$ cat src/inc/console_pkg.sv
/*
 * Constants for the serial console command interpreter: register map, field layouts,
 * reset values, command codes and timing counts.
 * Assumes a 100 MHz clock and a byte-level UART outside this block.
 */
package console_pkg;

    // Clock and timing.
    localparam int          CLK_HZ            = 100_000_000;
    localparam int          QUIET_TIME_MS     = 1000;
    localparam longint      QUIET_CYCLES      = longint'(CLK_HZ) / 1000 * QUIET_TIME_MS;

    // Register byte offsets.
    localparam logic [7:0]  ADDR_CTRL         = 8'h00;
    localparam logic [7:0]  ADDR_SETTINGS     = 8'h04;
    localparam logic [7:0]  ADDR_STATUS       = 8'h08;
    localparam logic [7:0]  ADDR_AUDIO        = 8'h0C;

    // Field positions of the settings register.
    localparam int          FLD_VOL_LSB       = 0;
    localparam int          FLD_FILT_LSB      = 8;
    localparam int          FLD_XFEED_LSB     = 12;
    localparam int          FLD_PHASE_BIT     = 16;
    localparam int          FLD_PAR_BIT       = 17;
    localparam int          FLD_VFIX_BIT      = 18;
    localparam int          FLD_BAUD_LSB      = 20;
    localparam int          FLD_SVOL_LSB      = 24;

    // Reset values and filter codes.
    localparam logic [7:0]  VOL_RESET         = 8'h00;
    localparam logic [2:0]  FILT_MIXED        = 3'h5;
    localparam logic [2:0]  FILT_LINEAR       = 3'h4;
    localparam logic [2:0]  FILT_MINIMUM      = 3'h6;
    localparam logic [2:0]  FILT_SOFT         = 3'h7;
    localparam logic [2:0]  BAUD_115200       = 3'h4;

    // Input select codes.
    localparam logic [2:0]  IN_AUTO           = 3'h7;
    localparam logic [2:0]  IN_USB            = 3'h0;
    localparam logic [2:0]  IN_SPDIF_MAX      = 3'h5;

    // Volume limits in dB, two's complement.
    localparam logic signed [7:0] VOL_MIN     = -8'sd90;
    localparam logic signed [7:0] VOL_MAX     = 8'sd10;
    localparam logic signed [7:0] SVOL_MIN    = -8'sd80;

    // Characters.
    localparam logic [7:0]  CH_PLUS           = 8'h2B;
    localparam logic [7:0]  CH_HASH           = 8'h23;
    localparam logic [7:0]  CH_CR             = 8'h0D;
    localparam logic [7:0]  CH_QMARK          = 8'h3F;
    localparam logic [7:0]  CH_ACK            = 8'h06;

    // Monitor command codes written to the control register.
    typedef enum logic [3:0] {
        CMD_NONE, CMD_HELP, CMD_SET, CMD_SHOW, CMD_DOWNLOAD, CMD_UPDATE, CMD_EXIT
    } mon_cmd_t;

endpackage

$ cat src/rtl/console_interp.sv
/*
 * Serial console command interpreter: byte stream in, status and prompt bytes out,
 * run mode and configuration monitor, settings registers, input autoselect.
 * Assumes a byte UART outside that presents received bytes as one-cycle strobes and
 * accepts transmit bytes by valid/ready; software parses text lines and reaches the
 * settings over AXI4-Lite.
 */
module console_interp
    import console_pkg::*;
#(
    parameter longint QUIET_COUNT = QUIET_CYCLES
)(
    // Clock and reset
    input  wire logic        ref_clk_i,
    input  wire logic        sys_rst_i,
    // Received byte stream
    input  wire logic        rx_valid_i,
    input  wire logic [7:0]  rx_byte_i,
    // Transmit byte stream
    output logic             tx_valid_o,
    output logic [7:0]       tx_byte_o,
    input  wire logic        tx_ready_i,
    // Audio side
    input  wire logic        spdif_valid_i,
    input  wire logic [2:0]  spdif_port_i,
    input  wire logic        usb_active_i,
    input  wire logic        phones_sel_i,
    input  wire logic [23:0] link_speed_i,
    output logic [2:0]       input_active_o,
    output logic [7:0]       volume_o,
    output logic [2:0]       filter_o,
    output logic [1:0]       xfeed_o,
    output logic             invert_o,
    output logic             parallel_o,
    output logic [2:0]       baud_sel_o,
    output logic             xmodem_o,
    output logic             monitor_o,
    // AXI4-Lite slave
    input  wire logic [7:0]  s_axi_awaddr,
    input  wire logic        s_axi_awvalid,
    output logic             s_axi_awready,
    input  wire logic [31:0] s_axi_wdata,
    input  wire logic [3:0]  s_axi_wstrb,
    input  wire logic        s_axi_wvalid,
    output logic             s_axi_wready,
    output logic [1:0]       s_axi_bresp,
    output logic             s_axi_bvalid,
    input  wire logic        s_axi_bready,
    input  wire logic [7:0]  s_axi_araddr,
    input  wire logic        s_axi_arvalid,
    output logic             s_axi_arready,
    output logic [31:0]      s_axi_rdata,
    output logic [1:0]       s_axi_rresp,
    output logic             s_axi_rvalid,
    input  wire logic        s_axi_rready
);

    ////////////////////////////////////////////////////////////////////////////////
    typedef enum logic [1:0] {ST_RUN, ST_MONITOR, ST_XFER} mode_t;

    typedef struct packed {
        mode_t        mode;
        logic [1:0]   plus_cnt;
        logic [31:0]  quiet_cnt;
        logic         armed;
        logic         tx_pend;
        logic [7:0]   tx_byte;
        logic         line_done;
        logic [7:0]   last_byte;
        logic signed [7:0] vol;
        logic signed [7:0] svol;
        logic         vfix;
        logic [2:0]   filt;
        logic [1:0]   xfeed;
        logic         invert;
        logic         parallel;
        logic [2:0]   baud;
        logic [2:0]   in_sel;
        logic [2:0]   in_act;
        logic         upd_req;
        logic         aw_got;
        logic         w_got;
        logic [7:0]   aw_addr;
        logic [31:0]  w_data;
        logic [3:0]   wstrb;
        logic         bvalid;
        logic [1:0]   bresp;
        logic         rvalid;
        logic [31:0]  rdata;
        logic [1:0]   rresp;
    } state_t;

    state_t q, d;

    function automatic logic signed [7:0] clamp(input logic signed [7:0] v,
                                                input logic signed [7:0] lo);
        clamp = (v < lo) ? lo : (v > VOL_MAX) ? VOL_MAX : v;
    endfunction

    logic       wr_fire;
    logic       prompt_req;
    logic [3:0] cmd;

    ////////////////////////////////////////////////////////////////////////////////
    always_comb
    begin
        d          = q;
        wr_fire    = q.aw_got && q.w_got && !q.bvalid;
        cmd        = wr_fire ? q.w_data[3:0] : 4'h0;
        prompt_req = 1'b0;

        // The transmit slot holds the last byte loaded, CH_HASH or CH_ACK, until tx_ready_i takes it.
        if (q.tx_pend && tx_ready_i)
        begin
            d.tx_pend = 1'b0;
        end

        // Escape detection: count pluses, then require a full quiet second.
        if (q.mode == ST_RUN)
        begin
            if (rx_valid_i)
            begin
                d.quiet_cnt = 32'h0000_0000;
                d.armed     = 1'b0;
                // Extra pluses hold the count at three, so the last three before the pause decide.
                if (rx_byte_i == CH_PLUS)
                begin
                    d.plus_cnt = (q.plus_cnt == 2'd3) ? 2'd3 : q.plus_cnt + 2'd1;
                    d.armed    = (q.plus_cnt >= 2'd2);
                end
                else
                begin
                    d.plus_cnt = 2'd0;
                end
            end
            else if (q.armed)
            begin
                d.quiet_cnt = q.quiet_cnt + 32'h0000_0001;
                if (q.quiet_cnt == 32'(QUIET_COUNT - 1))
                begin
                    d.mode      = ST_MONITOR;
                    d.armed     = 1'b0;
                    d.plus_cnt  = 2'd0;
                    prompt_req  = 1'b1;
                end
            end
        end

        // Each carriage return flags a finished line for the line parser in software.
        if (rx_valid_i)
        begin
            d.last_byte = rx_byte_i;
            if (rx_byte_i == CH_CR)
            begin
                d.line_done = 1'b1;
            end
        end

        // Control register commands from the line parser.
        if (wr_fire && q.aw_addr == ADDR_CTRL)
        begin
            d.line_done = rx_valid_i && rx_byte_i == CH_CR;
            case (cmd)
                CMD_EXIT:
                begin
                    d.mode = ST_RUN;
                end
                CMD_DOWNLOAD:
                begin
                    if (q.mode == ST_MONITOR)
                    begin
                        d.mode = ST_XFER;
                    end
                end
                CMD_UPDATE:
                begin
                    d.upd_req = (q.mode == ST_MONITOR);
                end
                CMD_HELP, CMD_SHOW, CMD_SET:
                begin
                    prompt_req = q.mode == ST_MONITOR;
                end
                default:
                begin
                    d.mode = q.mode;
                end
            endcase
            if (q.w_data[4] && q.mode == ST_XFER)
            begin
                d.mode     = ST_MONITOR;
                prompt_req = 1'b1;
            end
        end

        // Settings writes: out-of-range filter and baud values leave the setting untouched; volumes are clamped.
        if (wr_fire && q.aw_addr == ADDR_SETTINGS)
        begin
            if (q.wstrb[0])
            begin
                d.vol = clamp(q.w_data[FLD_VOL_LSB +: 8], VOL_MIN);
            end
            if (q.wstrb[1] && q.w_data[FLD_FILT_LSB +: 3] >= FILT_LINEAR)
            begin
                d.filt = q.w_data[FLD_FILT_LSB +: 3];
            end
            if (q.wstrb[1])
            begin
                d.xfeed = q.w_data[FLD_XFEED_LSB +: 2];
            end
            if (q.wstrb[2])
            begin
                d.invert   = q.w_data[FLD_PHASE_BIT];
                d.parallel = q.w_data[FLD_PAR_BIT];
                d.vfix     = q.w_data[FLD_VFIX_BIT];
                if (q.w_data[FLD_BAUD_LSB +: 3] <= BAUD_115200)
                begin
                    d.baud = q.w_data[FLD_BAUD_LSB +: 3];
                end
            end
            if (q.wstrb[3])
            begin
                d.svol = clamp(q.w_data[FLD_SVOL_LSB +: 8], SVOL_MIN);
            end
            if (q.mode == ST_RUN)
            begin
                d.tx_pend = 1'b1;
                d.tx_byte = CH_ACK;
            end
        end
        if (wr_fire && q.aw_addr == ADDR_AUDIO)
        begin
            if (q.w_data[2:0] == IN_AUTO || q.w_data[2:0] <= IN_SPDIF_MAX)
            begin
                d.in_sel = q.w_data[2:0];
            end
        end

        if (prompt_req)
        begin
            d.tx_pend = 1'b1;
            d.tx_byte = CH_HASH;
        end

        // Autoselect: a valid coax/optical stream wins over USB.
        if (q.in_sel == IN_AUTO)
        begin
            d.in_act = spdif_valid_i ? spdif_port_i : (usb_active_i ? IN_USB : q.in_act);
        end
        else
        begin
            d.in_act = q.in_sel;
        end

        // AXI4-Lite write channel.
        if (s_axi_awvalid && !q.aw_got)
        begin
            d.aw_got  = 1'b1;
            d.aw_addr = s_axi_awaddr;
        end
        if (s_axi_wvalid && !q.w_got)
        begin
            d.w_got  = 1'b1;
            d.w_data = s_axi_wdata;
            d.wstrb  = s_axi_wstrb;
        end
        if (wr_fire)
        begin
            d.bvalid = 1'b1;
            d.bresp  = (q.aw_addr[7:4] == 4'h0 && q.aw_addr[1:0] == 2'b00 && q.aw_addr != ADDR_STATUS)
                       ? 2'b00 : 2'b10;
        end
        if (q.bvalid && s_axi_bready)
        begin
            d.bvalid = 1'b0;
            d.aw_got = 1'b0;
            d.w_got  = 1'b0;
        end

        // AXI4-Lite read channel.
        if (s_axi_arvalid && !q.rvalid)
        begin
            d.rvalid = 1'b1;
            d.rresp  = 2'b00;
            case (s_axi_araddr)
                ADDR_CTRL:     d.rdata = {20'h0_0000, q.last_byte, q.upd_req, q.line_done,
                                          q.mode == ST_XFER, q.mode != ST_RUN};
                ADDR_SETTINGS: d.rdata = {q.svol, 1'b0, q.baud, 1'b0, q.vfix, q.parallel, q.invert,
                                          2'b00, q.xfeed, 1'b0, q.filt, q.vol};
                ADDR_STATUS:   d.rdata = {5'h00, q.in_act, link_speed_i};
                ADDR_AUDIO:    d.rdata = {29'h0000_0000, q.in_sel};
                default:
                begin
                    d.rdata = 32'h0000_0000;
                    d.rresp = 2'b10;
                end
            endcase
        end
        else if (q.rvalid && s_axi_rready)
        begin
            d.rvalid = 1'b0;
        end
    end

    ////////////////////////////////////////////////////////////////////////////////
    always_ff @(posedge ref_clk_i)
    begin
        if (sys_rst_i)
        begin
            q          <= '0;
            q.mode     <= ST_RUN;
            q.vol      <= VOL_RESET;
            q.svol     <= VOL_RESET;
            q.filt     <= FILT_MIXED;
            q.baud     <= BAUD_115200;
            q.in_sel   <= IN_AUTO;
            q.in_act   <= IN_USB;
        end
        else
        begin
            q <= d;
        end
    end

    ////////////////////////////////////////////////////////////////////////////////
    assign s_axi_awready  = !q.aw_got;
    assign s_axi_wready   = !q.w_got;
    assign s_axi_bvalid   = q.bvalid;
    assign s_axi_bresp    = q.bresp;
    assign s_axi_arready  = !q.rvalid;
    assign s_axi_rvalid   = q.rvalid;
    assign s_axi_rdata    = q.rdata;
    assign s_axi_rresp    = q.rresp;
    assign tx_valid_o     = q.tx_pend;
    assign tx_byte_o      = q.tx_byte;
    assign input_active_o = q.in_act;
    assign volume_o       = q.vol;
    assign filter_o       = q.filt;
    assign xfeed_o        = phones_sel_i ? q.xfeed : 2'b00;
    assign invert_o       = q.invert;
    assign parallel_o     = q.parallel;
    assign baud_sel_o     = q.baud;
    assign xmodem_o       = q.mode == ST_XFER;
    assign monitor_o      = q.mode != ST_RUN;

    ////////////////////////////////////////////////////////////////////////////////
    a_run_after_reset: assert property (@(posedge ref_clk_i) (!sys_rst_i && $past(sys_rst_i)) |-> !monitor_o)
        else $error("not in run mode after reset");
    a_prompt_on_entry: assert property (@(posedge ref_clk_i) disable iff (sys_rst_i)
        (!monitor_o ##1 monitor_o) |-> tx_valid_o && tx_byte_o == CH_HASH)
        else $error("no prompt on monitor entry");
    a_volume_range: assert property (@(posedge ref_clk_i) disable iff (sys_rst_i)
        $signed(volume_o) >= VOL_MIN && $signed(volume_o) <= VOL_MAX)
        else $error("volume out of range");
    a_filter_codes: assert property (@(posedge ref_clk_i) disable iff (sys_rst_i)
        filter_o >= FILT_LINEAR)
        else $error("bad filter code");
    a_baud_legal: assert property (@(posedge ref_clk_i) disable iff (sys_rst_i)
        baud_sel_o <= BAUD_115200)
        else $error("illegal baud select");
    a_xfeed_phones: assert property (@(posedge ref_clk_i) disable iff (sys_rst_i)
        !phones_sel_i |-> xfeed_o == 2'b00)
        else $error("crossfeed without headphones");
    a_spdif_priority: assert property (@(posedge ref_clk_i) disable iff (sys_rst_i)
        (q.in_sel == IN_AUTO && spdif_valid_i) |=> input_active_o == $past(spdif_port_i))
        else $error("spdif not preferred");
    a_escape_holds: assert property (@(posedge ref_clk_i) disable iff (sys_rst_i)
        (rx_valid_i && !monitor_o) |=> !monitor_o)
        else $error("monitor entered without quiet time");

endmodule

$ cat config.mk
export PLATFORM = sky130hd
export DESIGN_NAME = console_interp
export DESIGN_NICKNAME = d
export VERILOG_FILES = /design/src/inc/console_pkg.sv /design/src/rtl/console_interp.sv
export SDC_FILE = /design/constraint.sdc
export NUM_CORES = 1
export LEC_CHECK = 0
export ABC_AREA = 1
export BUFFER_PORTS_ARGS = -buffer_cell sky130_fd_sc_hd__buf_2
export CORE_ASPECT_RATIO = 2
export CORE_MARGIN = 2
export CORE_UTILIZATION = 59
export DETAILED_ROUTE_END_ITERATION = 10
export PLACE_DENSITY = 0.86
export SLEW_MARGIN = 30
export SYNTH_ARGS = -nofsm -noshare
export SYNTH_HDL_FRONTEND = slang
export SYNTH_SLANG_ARGS = --single-unit
$ cat constraint.sdc
create_clock -name ref_clk_i -period 3.17 [get_ports ref_clk_i]
set_input_delay 0.7925 -clock ref_clk_i [delete_from_list [all_inputs] [get_ports ref_clk_i]]
set_output_delay 0.7925 -clock ref_clk_i [all_outputs]
set_load 0.005 [all_outputs]
==> impl_metrics.tcl <==
set metrics [dict create \
    status "finished, final reports clean" \
    min_period_over_period_pct 73.49 \
    slowest_stage "dfxtp_1" \
    yosysSeqAreaShare_pct 40.35 \
    worst-path-buf-inv 2 \
    hold_end "q[101]" \
    cts_sinks 161 \
    netlist_instances 1163 \
    die_w_um 86.28 \
    max_stage_delay_ns 0.45 \
    start_kind "register" \
    post_cts_resized 0 \
    layout.nets 1361 \
    hold_buffers 0 \
    clockBufferDepth 2 \
    design_area_sq_um 9024 \
    tritoncts.num_buffers 17 \
    r2r-start "q[137]" \
    drcViolationCount 0 \
    drv_slew 0 \
    yosysTopAreaCellShare_pct 40.35 \
    boundaryPins 172 \
    avgViaCountPerCell 5.528 \
    rrSetupSlack_ns 1.32 \
    worstPathCellList "inv_1 > nor2_1 > buf_2" \
    gr-total-overflow 0 \
    layout-drive-gt1-share_pct 19.86 \
    cap_violations 0 \
    rsz0062_at_grt "false" \
    setup_violations 0 \
    grt_max_degree 42 \
    finClkSkew_ns 0.01411 \
    synth_seq_cells 161 \
    first_pass_iters 8 \
    grt_pass1_vias 7448 \
    track_usage_pct 29.65 \
    final-hold-violation-count 0 \
    wl_per_cell_um 15.17 \
    num_antenna_cells 0 \
    antenna_found_initial 0 \
    slew_headroom_pct 57.09 \
    rows 60 \
    numPortBuffers 160 \
    critical_path_class "reg -> out" \
    start_util_pct 59.78 \
    max_freq_mhz 429.3 \
    reg2reg_to "q[165]" \
    cp_top_family "flip-flops" \
    placed_area_sq_um 8443 \
    drtIter0Drc 478 \
    path_clk_slew_ns 0.07 \
    syn_to_final_growth_pct 12.97 \
    hpwl_um 16130 \
    setup_tns_ns 0 \
    synth.distinct_cells 47 \
    die_area_sq_um 14540 \
    grt_first_pass_wirelength_um 34160 \
    hp-class "reg -> reg" \
    dieHeight_um 168.6 \
    worstHoldStart "q[101]" \
    core-area_sq_um 13360 \
    cts.root.buffer_cell "clkbuf_16" \
    ys_top_cells_by_count "nand2_1 (245), dfxtp_1 (161), nor2_1 (151)" \
    post_cts_buffers 0 \
    power_density_nw_per_um2 496.7 \
    ir_drop_uv 363.1 \
    synth_area_per_cell_sq_um 6.868 \
    path_max_fanout 4 \
    min_path_cells 2 \
    p_leak_nw 4.053 \
    synth-main-ff-cell "dfxtp_1" \
    netlist_area_sq_um 7988 \
    vias 7899 \
    insertion_delay_ns 0.43 \
    wirelength_um 21680 \
    yosysTopAreaCell "dfxtp_1" \
    cts_tree "yes" \
    htreeDepth 4 \
    place_congestion 0.9771 \
    synth_edf_count 0 \
    worst_setup_path_end_kind "output port" \
    reg2reg_depth 10 \
    ant_nets 0 \
    synthArstFlopShare_pct 0 \
    synth_warnings 0 \
    worst_ep_required_time_ns 2.38 \
    crit_arrival_ns 1.54 \
    period_minus_slack_ns 2.330 \
    synth_most_common_cell "nand2_1" \
    synth.top_cells.by_area "dfxtp_1 (40%), nand2_1 (12%), nor2_1 (7.1%)" \
    worstMarginPinSlew_ns 0.6428 \
]
==> per-layer routing <==
layer	share of wire (%)	global-route usage [%]	vias to the layer above
li1	-	-	3888
met1	35	30.07	3544
met2	51	53.86	348
met3	5.0	3.852	119
met4	8.1	21.40	0
met5	0	0	-
==> per-stage QoR <==
stage,std cells,utilization [%],power [mW],setup WS (ns),hold WS [ns]
2_1_floorplan,1168,-,2.372,1.395,0.4242
3_3_place_gp,1397,63.18,2.490,0.9162,0.4365
3_5_place_dp,1397,63.18,2.496,0.9228,0.4500
4_1_cts,1429,67.53,4.487,0.8984,0.4616
5_1_grt,1429,67.53,4.633,0.7953,0.4706
6_report,1429,67.53,4.482,0.8404,0.4605
==> flip-flops by register name (all words and copies together) (netlist names) <==
| signal | cells |
|---|---|
| q | 102 |
| s_axi_rdata | 32 |
| volume_o | 8 |
| baud_sel_o | 3 |
| filter_o | 3 |
| input_active_o | 3 |
| tx_byte_o | 3 |
| invert_o | 1 |
| parallel_o | 1 |
| s_axi_bresp | 1 |
| s_axi_bvalid | 1 |
| s_axi_rresp | 1 |
| s_axi_rvalid | 1 |
| tx_valid_o | 1 |
==> kinds of logic after synthesis <==
group,synth area share (%)
other,0.04695
AOI/OAI and AO/OA,15.48
buffers and inverters,14.08
and+or+nand+nor,29.89
adders and majority gates,0.1566
DFF,40.35
==> worst reg2reg max path: stages, from the launching register on <==
cell     delay (ns)
dfxtp_1        0.40
ha_1           0.19
nand2_1        0.14
nor2_4         0.19
nand2_4        0.10
nor2_2         0.23
nand4_2        0.15
nor2_2         0.15
nand3_1        0.10
nand2_1        0.07
nor2_1         0.04
==> worst max-delay path by stage <==
stage                           end            start  slack [ns]  depth (start not counted)
floorplan           s_axi_rdata[21]  s_axi_araddr[0]        1.39                         10
CTS                        xmodem_o           q[172]        0.90                          3
detailed placement           q[163]       rx_valid_i        0.92                          8
global route               xmodem_o           q[172]        0.80                          3
finish                     xmodem_o           q[172]        0.84                          3
global placement              q[73]     s_axi_wvalid        0.92                          6
==> final cells by class <==
type,count,area [sq um]
inverters,132,499.2
clock buffers,17,425.4
fillers,1235,4339
clock inverters,15,155.1
repair buffers,169,868.3
well taps,155,193.9
multi-input cells,780,3659
flip-flops and latches,161,3223
==> placed cells by master (no fill, tap or decap), types with 2 or more instances in the layout <==
cell and n:
nand2_1 245, dfxtp_1 161, buf_2 160, nor2_1 151, inv_1 119, a21oi_1 107
o21ai_0 102, nand3_1 63, nand4_1 18, clkbuf_16 17, nor3_1 15, inv_2 9
nor2_2 9, nor2_4 9, buf_4 9, nand2_2 8, inv_8 8, conb_1 6
o211ai_1 5, a211oi_1 4, inv_6 4, nand3_2 3, o21a_1 3, a22oi_1 3
o21ai_1 3, nor3_2 2, clkinv_1 2, nand2_4 2, clkinv_2 2, o21ai_2 2
nor3b_1 2, o22ai_1 2, nor4_1 2, and3_1 2
==> power breakdown <==
part | total (mW) | switching, mW | internal, mW
sequential | 2.12 | 0.0423 | 2.08
clock | 2.02 | 0.963 | 1.06
combinational | 0.336 | 0.220 | 0.116
total | 4.48 | 1.22 | 3.26
Power figures use the tool's default switching activity.
